===== src/hdl/sfs_pkg.sv =====
// Purpose: constants and carriers of the safety fault supervisor
// Assumes: 20 MHz core clock, Avalon-MM register access
// Notes  : comparator and fault inputs are asynchronous pins
package sfs_pkg;
   localparam int CLK_MHZ     = 20;
   localparam int DB_BASE_NS  = 1000;
   localparam int DB_BASE_CYC = (DB_BASE_NS * CLK_MHZ + 999) / 1000;
   localparam int KA_BASE_US  = 1000;
   localparam int KA_BASE_CYC = KA_BASE_US * CLK_MHZ;
   localparam int FT_BASE_US  = 500;
   localparam int FT_BASE_CYC = FT_BASE_US * CLK_MHZ;
   localparam int NCH         = 4;
   localparam logic [7:0] OFS_CTRL = 8'h00;
   localparam logic [7:0] OFS_DB   = 8'h04;
   localparam logic [7:0] OFS_STS  = 8'h08;
   localparam logic [7:0] OFS_KA   = 8'h0c;
   localparam logic [7:0] OFS_ST   = 8'h10;
   localparam logic [7:0] OFS_OTP  = 8'h14;
   localparam int CTRL_UNLOCK = 31;
   localparam int STS_UV  = 0;
   localparam int STS_OV  = 4;
   localparam int STS_BIST = 8;
   localparam int STS_LINK = 9;
   localparam int STS_TMO  = 10;
   localparam int STS_W    = 11;
   localparam logic [1:0] ILIM_TRIP = 2'h2;
   typedef struct packed {
      logic       byp_ovr;
      logic       byp_uvf;
      logic [1:0] ka_sel;
      logic [1:0] ft_sel;
      logic       auto_rearm;
      logic       selftest_retry_enable;
      logic       rst_en;
      logic       off_en;
   } sfs_cfg_s;
   typedef struct packed {
      logic [2:0] ov_fall;
      logic [2:0] ov_rise;
      logic [2:0] uv_rise;
      logic [2:0] uv_fall;
   } sfs_db_s;
   localparam sfs_cfg_s CFG_RST = 10'h003;
   localparam sfs_db_s  DB_RST  = 12'h000;
   typedef enum logic [2:0] {
      ST_INIT   = 3'b000,
      ST_BIST   = 3'b001,
      ST_ACTIVE = 3'b010,
      ST_FLAG   = 3'b011,
      ST_RESET  = 3'b100,
      ST_LOCK   = 3'b101,
      ST_ERRPD  = 3'b110,
      ST_FLTPD  = 3'b111
   } sfs_state_e;
endpackage


===== src/hdl/sfs_top.sv =====
// Purpose: safety fault supervisor with Avalon-MM registers
// Assumes: i_core_clk 20 MHz, synchronous active-high i_sys_rst
// Notes  : one cycle of waitrequest on every access
//
// The register addresses and register access over Avalon-MM were chosen for this implementation.
`timescale 1ns/100ps
module sfs_top #(
   parameter int KA_BASE = sfs_pkg::KA_BASE_CYC,
   parameter int FT_BASE = sfs_pkg::FT_BASE_CYC
) (
   input  wire logic        i_core_clk,
   input  wire logic        i_sys_rst,
   input  wire logic [7:0]  i_avs_address,
   input  wire logic        i_avs_read,
   input  wire logic        i_avs_write,
   input  wire logic [31:0] i_avs_writedata,
   output logic [31:0]      o_avs_readdata,
   output logic             o_avs_waitrequest,
   input  wire logic [3:0]  i_uv_cmp,
   input  wire logic [3:0]  i_ov_cmp,
   input  wire logic [3:0]  i_ilim_pos,
   input  wire logic [3:0]  i_ilim_neg,
   input  wire logic [3:0]  i_sw_short,
   input  wire logic        i_core_ref_short,
   input  wire logic        i_clk_fault,
   input  wire logic        i_bist_done,
   input  wire logic        i_bist_pass,
   input  wire logic        i_otp_vld,
   input  wire logic [31:0] i_otp_word,
   output logic             o_bist_start,
   output logic [25:0]      o_otp_payload,
   output logic             o_rails_off,
   output logic             o_rst_n,
   output logic             o_int_n
);
   import sfs_pkg::*;

   if (KA_BASE < 1 || KA_BASE > 1048576 || FT_BASE < 1 || FT_BASE > 1048576)
   begin : g_chk
      $error("timer base out of range");
   end

   function automatic logic [11:0] db_lim(input logic [2:0] code);
      db_lim = 12'(DB_BASE_CYC << code);
   endfunction

   function automatic logic [34:0] ecc_fix(input logic [31:0] w);
      logic [4:0]  syn;
      logic        par;
      logic [31:0] c;
      logic [25:0] d;
      int          k;
      syn = 5'h00;
      par = ^w;
      k = 0;
      d = 26'h0;
      for (int i = 1; i < 32; i++)
      begin
         if (w[i]) syn = syn ^ 5'(i);
      end
      c = w;
      if (par) c[syn] = ~c[syn];
      for (int i = 3; i < 32; i++)
      begin
         if ((i & (i - 1)) != 0)
         begin
            d[k] = c[i];
            k = k + 1;
         end
      end
      ecc_fix = {7'h00, par, !par && syn != 5'h00, d};
   endfunction

   // two stages before any logic reads a comparator or fault pin
   logic [21:0] s1_q;
   logic [21:0] s2_q;
   logic [7:0]  s3_q;
   always_ff @(posedge i_core_clk)
   begin
      if (i_sys_rst)
      begin
         s1_q <= 22'h0;
         s2_q <= 22'h0;
         s3_q <= 8'h0;
      end
      else
      begin
         s1_q <= {i_uv_cmp, i_ov_cmp, i_ilim_pos, i_ilim_neg, i_sw_short,
                  i_core_ref_short, i_clk_fault};
         s2_q <= s1_q;
         s3_q <= s2_q[13:6];
      end
   end
   wire [3:0] uv_s = s2_q[21:18];
   wire [3:0] ov_s = s2_q[17:14];
   wire [3:0] ilp_e = s2_q[13:10] & ~s3_q[7:4];
   wire [3:0] iln_e = s2_q[9:6] & ~s3_q[3:0];
   wire       sw_any = |s2_q[5:2];
   wire       vc_s = s2_q[1];
   wire       cf_s = s2_q[0];

   sfs_cfg_s    cfg_q;
   sfs_db_s     db_q;
   logic        par_q;
   logic        ack_q;
   logic [STS_W-1:0] sts_q;
   sfs_state_e  st_q;
   sfs_state_e  st_d;
   logic        hard_q;
   logic        retried_q;
   logic        unlock_q;
   logic        ka_wr;
   logic        bist_fail;

   wire acc = i_avs_read || i_avs_write;
   wire wr = i_avs_write && ack_q;
   assign o_avs_waitrequest = acc && !ack_q;
   assign ka_wr = wr && i_avs_address == OFS_KA;

   wire integ_bad = par_q != ^{cfg_q, db_q};
   always_ff @(posedge i_core_clk)
   begin
      if (i_sys_rst)
      begin
         ack_q <= 1'b0;
         cfg_q <= CFG_RST;
         db_q <= DB_RST;
         par_q <= ^{CFG_RST, DB_RST};
         unlock_q <= 1'b0;
      end
      else
      begin
         ack_q <= acc && !ack_q;
         unlock_q <= wr && i_avs_address == OFS_CTRL && i_avs_writedata[CTRL_UNLOCK];
         if (wr && i_avs_address == OFS_CTRL)
         begin
            cfg_q <= i_avs_writedata[9:0];
            par_q <= ^{i_avs_writedata[9:0], db_q};
         end
         if (wr && i_avs_address == OFS_DB)
         begin
            db_q <= i_avs_writedata[11:0];
            par_q <= ^{cfg_q, i_avs_writedata[11:0]};
         end
      end
   end

   always_ff @(posedge i_core_clk)
   begin
      if (i_sys_rst)
         o_avs_readdata <= 32'h0;
      else if (i_avs_read && !ack_q)
      begin
         case (i_avs_address)
            OFS_CTRL: o_avs_readdata <= {22'h0, cfg_q};
            OFS_DB:   o_avs_readdata <= {20'h0, db_q};
            OFS_STS:  o_avs_readdata <= {21'h0, sts_q};
            OFS_ST:   o_avs_readdata <= {26'h0, o_rails_off, hard_q, 1'b0, st_q};
            OFS_OTP:  o_avs_readdata <= {6'h0, o_otp_payload};
            default:  o_avs_readdata <= 32'h0;
         endcase
      end
   end

   logic [3:0]  uv_f_q;
   logic [3:0]  ov_f_q;
   logic [11:0] uv_c_q [NCH];
   logic [11:0] ov_c_q [NCH];
   always_ff @(posedge i_core_clk)
   begin
      if (i_sys_rst)
      begin
         uv_f_q <= 4'h0;
         ov_f_q <= 4'h0;
         for (int c = 0; c < NCH; c++)
         begin
            uv_c_q[c] <= 12'h0;
            ov_c_q[c] <= 12'h0;
         end
      end
      else
      begin
         for (int c = 0; c < NCH; c++)
         begin
            uv_c_q[c] <= 12'h0;
            ov_c_q[c] <= 12'h0;
            if (uv_s[c] == uv_f_q[c])
               uv_f_q[c] <= uv_f_q[c];
            else if (uv_s[c] && cfg_q.byp_uvf)
               uv_f_q[c] <= 1'b1;
            else if (uv_c_q[c] == db_lim(uv_s[c] ? db_q.uv_fall : db_q.uv_rise) - 12'h1)
               uv_f_q[c] <= uv_s[c];
            else
               uv_c_q[c] <= uv_c_q[c] + 12'h1;
            if (ov_s[c] == ov_f_q[c])
               ov_f_q[c] <= ov_f_q[c];
            else if (ov_s[c] && cfg_q.byp_ovr)
               ov_f_q[c] <= 1'b1;
            else if (ov_c_q[c] == db_lim(ov_s[c] ? db_q.ov_rise : db_q.ov_fall) - 12'h1)
               ov_f_q[c] <= ov_s[c];
            else
               ov_c_q[c] <= ov_c_q[c] + 12'h1;
         end
      end
   end
   a_uv_debounce_time: assert property (@(posedge i_core_clk) disable iff (i_sys_rst)
      $rose(uv_f_q[0]) && !$past(cfg_q.byp_uvf)
      |-> $past(uv_c_q[0]) == db_lim($past(db_q.uv_fall)) - 12'h1)
      else $error("uv filter released early");

   logic [1:0] ilp_q [NCH];
   logic [1:0] iln_q [NCH];
   logic       trip;
   always_comb
   begin
      trip = 1'b0;
      for (int c = 0; c < NCH; c++)
         trip = trip || ilp_q[c] == ILIM_TRIP || iln_q[c] == ILIM_TRIP;
   end
   always_ff @(posedge i_core_clk)
   begin
      for (int c = 0; c < NCH; c++)
      begin
         if (i_sys_rst || !uv_f_q[c])
            ilp_q[c] <= 2'h0;
         else if (ilp_e[c] && ilp_q[c] != ILIM_TRIP)
            ilp_q[c] <= ilp_q[c] + 2'h1;
         if (i_sys_rst || !ov_f_q[c])
            iln_q[c] <= 2'h0;
         else if (iln_e[c] && iln_q[c] != ILIM_TRIP)
            iln_q[c] <= iln_q[c] + 2'h1;
      end
   end
   a_ilim_errpd: assert property (@(posedge i_core_clk) disable iff (i_sys_rst)
      trip && !hard_q && !cf_s |=> st_q == ST_ERRPD)
      else $error("current-limit count did not power down");

   logic [23:0] ka_q;
   logic [23:0] ft_q;
   wire run = st_q == ST_ACTIVE || st_q == ST_FLAG;
   wire ka_trip = run && ka_q == 24'(KA_BASE << cfg_q.ka_sel) - 24'h1;
   wire ft_trip = st_q == ST_FLAG && ft_q == 24'(FT_BASE << cfg_q.ft_sel) - 24'h1;
   always_ff @(posedge i_core_clk)
   begin
      if (i_sys_rst || !run || ka_wr || ka_trip)
         ka_q <= 24'h0;
      else
         ka_q <= ka_q + 24'h1;
      if (i_sys_rst || st_q != ST_FLAG || ft_trip)
         ft_q <= 24'h0;
      else
         ft_q <= ft_q + 24'h1;
   end

   logic [34:0] ecc;
   assign ecc = ecc_fix(i_otp_word);
   wire ecc_dbl = i_otp_vld && ecc[26];
   always_ff @(posedge i_core_clk)
   begin
      if (i_sys_rst)
         o_otp_payload <= 26'h0;
      else if (i_otp_vld)
         o_otp_payload <= ecc[25:0];
   end

   // sticky flags: hardware set wins over write-one-clear
   assign bist_fail = st_q == ST_BIST && i_bist_done && !i_bist_pass;
   wire [STS_W-1:0] set = {ft_trip, ka_trip,
                           bist_fail || (i_otp_vld && (ecc[27] || ecc[26])),
                           ov_f_q, uv_f_q};
   always_ff @(posedge i_core_clk)
   begin
      if (i_sys_rst)
         sts_q <= '0;
      else if (wr && i_avs_address == OFS_STS)
         sts_q <= (sts_q & ~i_avs_writedata[STS_W-1:0]) | set;
      else
         sts_q <= sts_q | set;
   end
   a_link_loss: assert property (@(posedge i_core_clk) disable iff (i_sys_rst)
      ka_trip |=> sts_q[STS_LINK] ##1 !o_int_n)
      else $error("keep-alive loss not flagged");
   a_ecc_flag: assert property (@(posedge i_core_clk) disable iff (i_sys_rst)
      i_otp_vld && (ecc[27] || ecc[26]) |=> sts_q[STS_BIST])
      else $error("bank error not flagged");

   wire viol = |{uv_f_q, ov_f_q};
   wire rail_on = run && !(cfg_q.off_en && viol);
   wire clk_bad = cf_s && rail_on;
   always_comb
   begin
      st_d = st_q;
      if (hard_q || clk_bad)
         st_d = ST_LOCK;
      else if (sw_any || trip || st_q == ST_ERRPD)
         st_d = ST_ERRPD;
      else if (vc_s)
         st_d = ST_RESET;
      else if (ecc_dbl || integ_bad)
         st_d = ST_LOCK;
      else
      begin
         case (st_q)
            ST_INIT:   st_d = ST_BIST;
            ST_BIST:
            begin
               if (i_bist_done && i_bist_pass)
                  st_d = ST_ACTIVE;
               else if (bist_fail)
                  st_d = cfg_q.selftest_retry_enable && !retried_q ? ST_INIT : ST_LOCK;
            end
            ST_ACTIVE: st_d = |sts_q || ka_trip ? ST_FLAG : ST_ACTIVE;
            ST_FLAG:
            begin
               if (ft_trip)
                  st_d = ST_FLTPD;
               else if (sts_q == '0)
                  st_d = ST_ACTIVE;
            end
            ST_RESET:  st_d = ST_INIT;
            ST_LOCK:   st_d = unlock_q && !sts_q[STS_BIST] ? ST_INIT : ST_LOCK;
            ST_FLTPD:  st_d = cfg_q.auto_rearm ? ST_INIT : ST_LOCK;
            default:   st_d = ST_INIT;
         endcase
      end
   end

   always_ff @(posedge i_core_clk)
   begin
      if (i_sys_rst)
      begin
         st_q <= ST_INIT;
         hard_q <= 1'b0;
         retried_q <= 1'b0;
      end
      else
      begin
         st_q <= st_d;
         if (clk_bad)
            hard_q <= 1'b1;
         if (bist_fail)
            retried_q <= 1'b1;
         else if (st_q == ST_BIST && i_bist_done)
            retried_q <= 1'b0;
      end
   end
   assign o_bist_start = st_q == ST_INIT;

   // registered so the pins never glitch on a state change
   always_ff @(posedge i_core_clk)
   begin
      if (i_sys_rst)
      begin
         o_rails_off <= 1'b1;
         o_rst_n <= 1'b0;
         o_int_n <= 1'b1;
      end
      else
      begin
         o_rails_off <= !rail_on;
         o_rst_n <= run && !(cfg_q.rst_en && viol);
         o_int_n <= ~|sts_q;
      end
   end

   a_ref_short: assert property (@(posedge i_core_clk) disable iff (i_sys_rst)
      st_q == ST_RESET && !vc_s && !hard_q && !sw_any && !trip && !ecc_dbl
      && !integ_bad |=> st_q == ST_INIT)
      else $error("reset state not left after short cleared");
   a_clk_lock: assert property (@(posedge i_core_clk) disable iff (i_sys_rst)
      clk_bad |=> st_q == ST_LOCK ##1 st_q == ST_LOCK)
      else $error("clock fault did not lock");
   a_lock_off: assert property (@(posedge i_core_clk) disable iff (i_sys_rst)
      st_q == ST_LOCK ##1 st_q == ST_LOCK |-> o_rails_off && !o_rst_n)
      else $error("rails on during lock");
   a_bist_retry: assert property (@(posedge i_core_clk) disable iff (i_sys_rst)
      bist_fail && retried_q && st_d != ST_ERRPD && st_d != ST_RESET
      |=> st_q == ST_LOCK)
      else $error("second self-test failure not locked");
   a_sw_short: assert property (@(posedge i_core_clk) disable iff (i_sys_rst)
      sw_any && !hard_q && !clk_bad |=> st_q == ST_ERRPD ##1 o_rails_off)
      else $error("switching short did not power down");
   a_fault_tmo: assert property (@(posedge i_core_clk) disable iff (i_sys_rst)
      ft_trip && st_d == ST_FLTPD |=> st_q == ST_FLTPD && sts_q[STS_TMO])
      else $error("fault timeout not taken");
   a_viol_int: assert property (@(posedge i_core_clk) disable iff (i_sys_rst)
      $rose(uv_f_q[0]) |-> ##2 !o_int_n)
      else $error("violation did not pull interrupt");
endmodule


===== config.mk =====
export PLATFORM = sky130hd
export DESIGN_NAME = sfs_top
export DESIGN_NICKNAME = d
export VERILOG_FILES = /design/src/hdl/sfs_pkg.sv /design/src/hdl/sfs_top.sv
export SDC_FILE = /design/constraint.sdc
export NUM_CORES = 1
export LEC_CHECK = 0
export BUFFER_PORTS_ARGS = -buffer_cell sky130_fd_sc_hd__buf_2
export CAP_MARGIN = 20
export CELL_PAD_IN_SITES_DETAIL_PLACEMENT = 1
export CELL_PAD_IN_SITES_GLOBAL_PLACEMENT = 1
export CORE_MARGIN = 8
export CORE_UTILIZATION = 48
export CTS_BUF_LIST = sky130_fd_sc_hd__clkbuf_8
export DETAILED_ROUTE_END_ITERATION = 8
export GPL_TIMING_DRIVEN = 0
export PLACE_DENSITY_LB_ADDON = 0.1
export SYNTH_ARGS = -nofsm -noshare
export SYNTH_HDL_FRONTEND = slang
export SYNTH_SLANG_ARGS = --single-unit

===== constraint.sdc =====
create_clock -name i_core_clk -period 4.42 [get_ports i_core_clk]
set_clock_uncertainty 0.05 [all_clocks]
set_input_delay 0.221 -clock i_core_clk [delete_from_list [all_inputs] [get_ports i_core_clk]]
set_output_delay 0.221 -clock i_core_clk [all_outputs]
set_load 0.005 [all_outputs]

==> impl_metrics.json <==
{
  "status": "finished clean",
  "critPathLaunchType": "register",
  "holdPathStages": 4,
  "reg2regPathDepth": 13,
  "layout_commonest_cell": "nor2_1",
  "hold_path.class": "input pin to register",
  "post-dp-hpwl_um": 41800,
  "clock_latency_ps": 660,
  "cts_buffers": 56,
  "synth_fa_ha_area_frac": 0.0285,
  "dieArea_sq_um": 43900,
  "reg2reg_from": "db_q[2]$_SDFFE_PP0P_",
  "cts-root-buf": "clkbuf_8",
  "crit_path_start": "db_q[2]$_SDFFE_PP0P_",
  "dieHeight_um": 210,
  "criticalPathCategory": "register to register",
  "synth_edf_count": 88,
  "synth_area_sq_um": 18000,
  "fin_area_sq_um": 21400,
  "area_growth_pct": 18.9,
  "drt_iter0_markers": 822,
  "yosysUniqueCellTypes": 80,
  "syn_inst": 2037,
  "final_cell_mix": "nor2_1, dfxtp_1, nand2_1",
  "fmax_ghz": 0.238,
  "synth_mux_area_frac": 0.0504,
  "grt_pass1_wl_um": 92500,
  "final_layout_size_suffix_gt1_frac": 0.117,
  "fin_crit_sh": 0.951,
  "synth_xor_area_frac": 0.140,
  "synth_ff_type": "dfxtp_1",
  "seq_area_frac_synth": 0.401,
  "crit_fanout": 10,
  "chipWidth_um": 210,
  "cts_tree": "yes",
  "rsz0062_at_grt": "true",
  "ys_ff_latch": 316,
  "fillers": 4483,
  "grt_start_max_net_pins": 15,
  "wire_per_inst_um": 20.1,
  "cap_violations": 0,
  "fin_nets": 2511,
  "synth_top_family_by_area": "simple AND/OR/NAND/NOR gates",
  "endpoint_kind": "register",
  "worst_slew_pin_slew_ps": 964,
  "arrival_ps": 4510,
  "clkSinkCount": 316,
  "drt-total-wl_um": 58200,
  "grt_pass1_vias": 17188,
  "p_leak_uw": 0.00806,
  "rows": 71,
  "core_sq_um": 37300,
  "finalPower_uw": 7700,
  "antenna_found_initial": 9,
  "vias_per_cell": 5.64,
  "syn_avg_cell_area_sq_um": 8.82,
  "ys_warn_count": 0,
  "hold_viol": 0,
  "async_flop_share": 0,
  "placed_area_sq_um": 19500,
  "clock_path_buffers": 3,
  "io_pins": 164,
  "peakVddDrop_uv": 265,
  "grt_usage": 0.259,
  "required_ps": 4720,
  "seqCellArea_sq_um": 7210,
  "period_minus_slack_ps": 4210,
  "slew_headroom": 0.358,
  "final_core_util": 0.573,
  "hp-start": "i_otp_word[24]",
  "synth-simple-area-share": 0.225,
  "vias": 16337,
  "synth_compound_area_frac": 0.121,
  "cts_htree_levels": 2,
  "p_per_area_nw_per_um2": 360,
  "gp_congestion": 0.908,
  "remaining_drc_errors": 0,
  "first_pass_iters": 5,
  "grt-ovfl-total": 0,
  "numPortBuffers": 136,
  "start_util": 0.482,
  "setup_viol": 0,
  "final_max_slew_viol_count": 0,
  "ant_nets": 0,
  "multi_input_area_sq_um": 10500,
  "path_clk_slew_ps": 60
}
[cells by family (layout without fill, tap and decap cells)]
logic type / after synthesis / in the layout
other: 2 / 85
xor gates and xnor gates: 269 / 269
and+or+nand+nor: 846 / 846
DFF: 316 / 316
buffers and inverters: 147 / 450
adders and majority gates: 41 / 41
AOI/OAI and AO/OA: 332 / 332
muxes: 84 / 84
[timing repair]
action / 4_1_cts / 5_1_grt
setup buffers: 0 / 0
endpoints found under the setup margin: 0 / 40
endpoints found under the hold margin: 82 / 0
resized for setup: 0 / 3
hold buffers: 64 / 0
[power by group]
part	switching [uW]	internal, uW
registers	91.3	3070
logic	1040	637
clock network	1320	1540
total	2450	5250
[flip-flops by register name, summed over array words and instances (netlist names), 10 cells and up]
name / count
o_otp_payload: 26
sts_q: 11
ka_q: 24
uv_c_q: 48
o_avs_readdata: 26
cfg_q: 10
ov_c_q: 48
ft_q: 24
s1_q: 22
db_q: 12
s2_q: 22
[path summary, 6_finish.rpt]
kind                                                  endpoint  slack [ps]
worst max-delay path                uv_c_q[0][8]$_SDFFCE_PN0P_         210
worst min-delay path            o_otp_payload[18]$_SDFFE_PP0P_          50
worst max register to register      uv_c_q[0][8]$_SDFFCE_PN0P_         210
worst min register to register              s2_q[9]$_SDFF_PP0_         390
[Yosys cell counts, types with 5 or more instances]
| library cell | number | area [sq um] |
|---|---|---|
| o31ai_1 | 10 | 75.1 |
| a222oi_1 | 5 | 50.1 |
| a32oi_1 | 14 | 123 |
| ha_1 | 40 | 500 |
| and3_1 | 44 | 275 |
| xor2_1 | 126 | 1100 |
| nor3b_1 | 5 | 37.5 |
| xnor2_1 | 131 | 1150 |
| mux2_2 | 29 | 327 |
| or3b_2 | 6 | 52.6 |
| o21ai_0 | 74 | 370 |
| nand4_1 | 23 | 144 |
| dfxtp_1 | 228 | 4560 |
| and4_1 | 7 | 61.3 |
| a2111oi_0 | 6 | 52.6 |
| clkbuf_1 | 92 | 345 |
| nor4_1 | 22 | 138 |
| mux2i_1 | 53 | 531 |
| edfxtp_1 | 88 | 2640 |
| nand3_1 | 128 | 641 |
| a31oi_1 | 16 | 100 |
| a211oi_1 | 24 | 180 |
| and2_1 | 7 | 43.8 |
| o211ai_1 | 10 | 75.1 |
| buf_4 | 7 | 52.6 |
| o22ai_1 | 8 | 50.1 |
| inv_1 | 44 | 165 |
| a21o_1 | 8 | 60.1 |
| a21oi_1 | 94 | 470 |
| nor2_1 | 264 | 991 |
| or3_1 | 17 | 106 |
| a22oi_1 | 16 | 120 |
| nand2_1 | 177 | 664 |
| nor3_1 | 41 | 205 |
| nor2b_1 | 69 | 432 |
| nand3b_1 | 7 | 52.6 |
| nand2b_1 | 19 | 119 |
[layer usage]
layer,vias to the layer above,share of wire,routed length [um],global-route usage
met5,-,0.00046,27,0
met2,390,0.49,28400,0.449
met4,4,0.036,2080,0.106
li1,7788,-,-,-
met3,144,0.049,2830,0.0476
met1,8011,0.43,24800,0.313
[metrics by stage]
stage                     cells  TNS [ps]  setup WS [ps]  hold slack (ps)
after detailed placement   2723         0            142              375
after global placement     2723         0            272              370
after global routing       2896     -2720           -167             54.7
final                      2897         0            215             47.2
after floorplan            2113         0           1110              289
after CTS                  2891         0            160             4.05
[final cells by class]
| class | instances | share of cell area |
|---|---|---|
| inverters | 44 | 0.00773 |
| plain buffers | 102 | 0.0199 |
| diodes | 7 | 0.000820 |
| multi-input cells | 1650 | 0.490 |
| repair buffers | 200 | 0.0618 |
| clock inverters | 34 | 0.00943 |
| clock buffers | 70 | 0.0451 |
| flip-flops and latches | 316 | 0.337 |
| well taps | 474 | 0.0278 |
[critical path, cell delays in order (launching register included)]
cell and delay, ps:
dfxtp_1 380, clkbuf_1 600, mux2i_1 410, nand3_1 240, ha_1 250, xor2_1 280
xnor2_1 160, a21oi_1 90, o21ai_0 190, nand4_1 130, nor4_1 370, or3_1 260
clkbuf_1 380, nor2_1 110
Power figures use the tool's default switching activity.
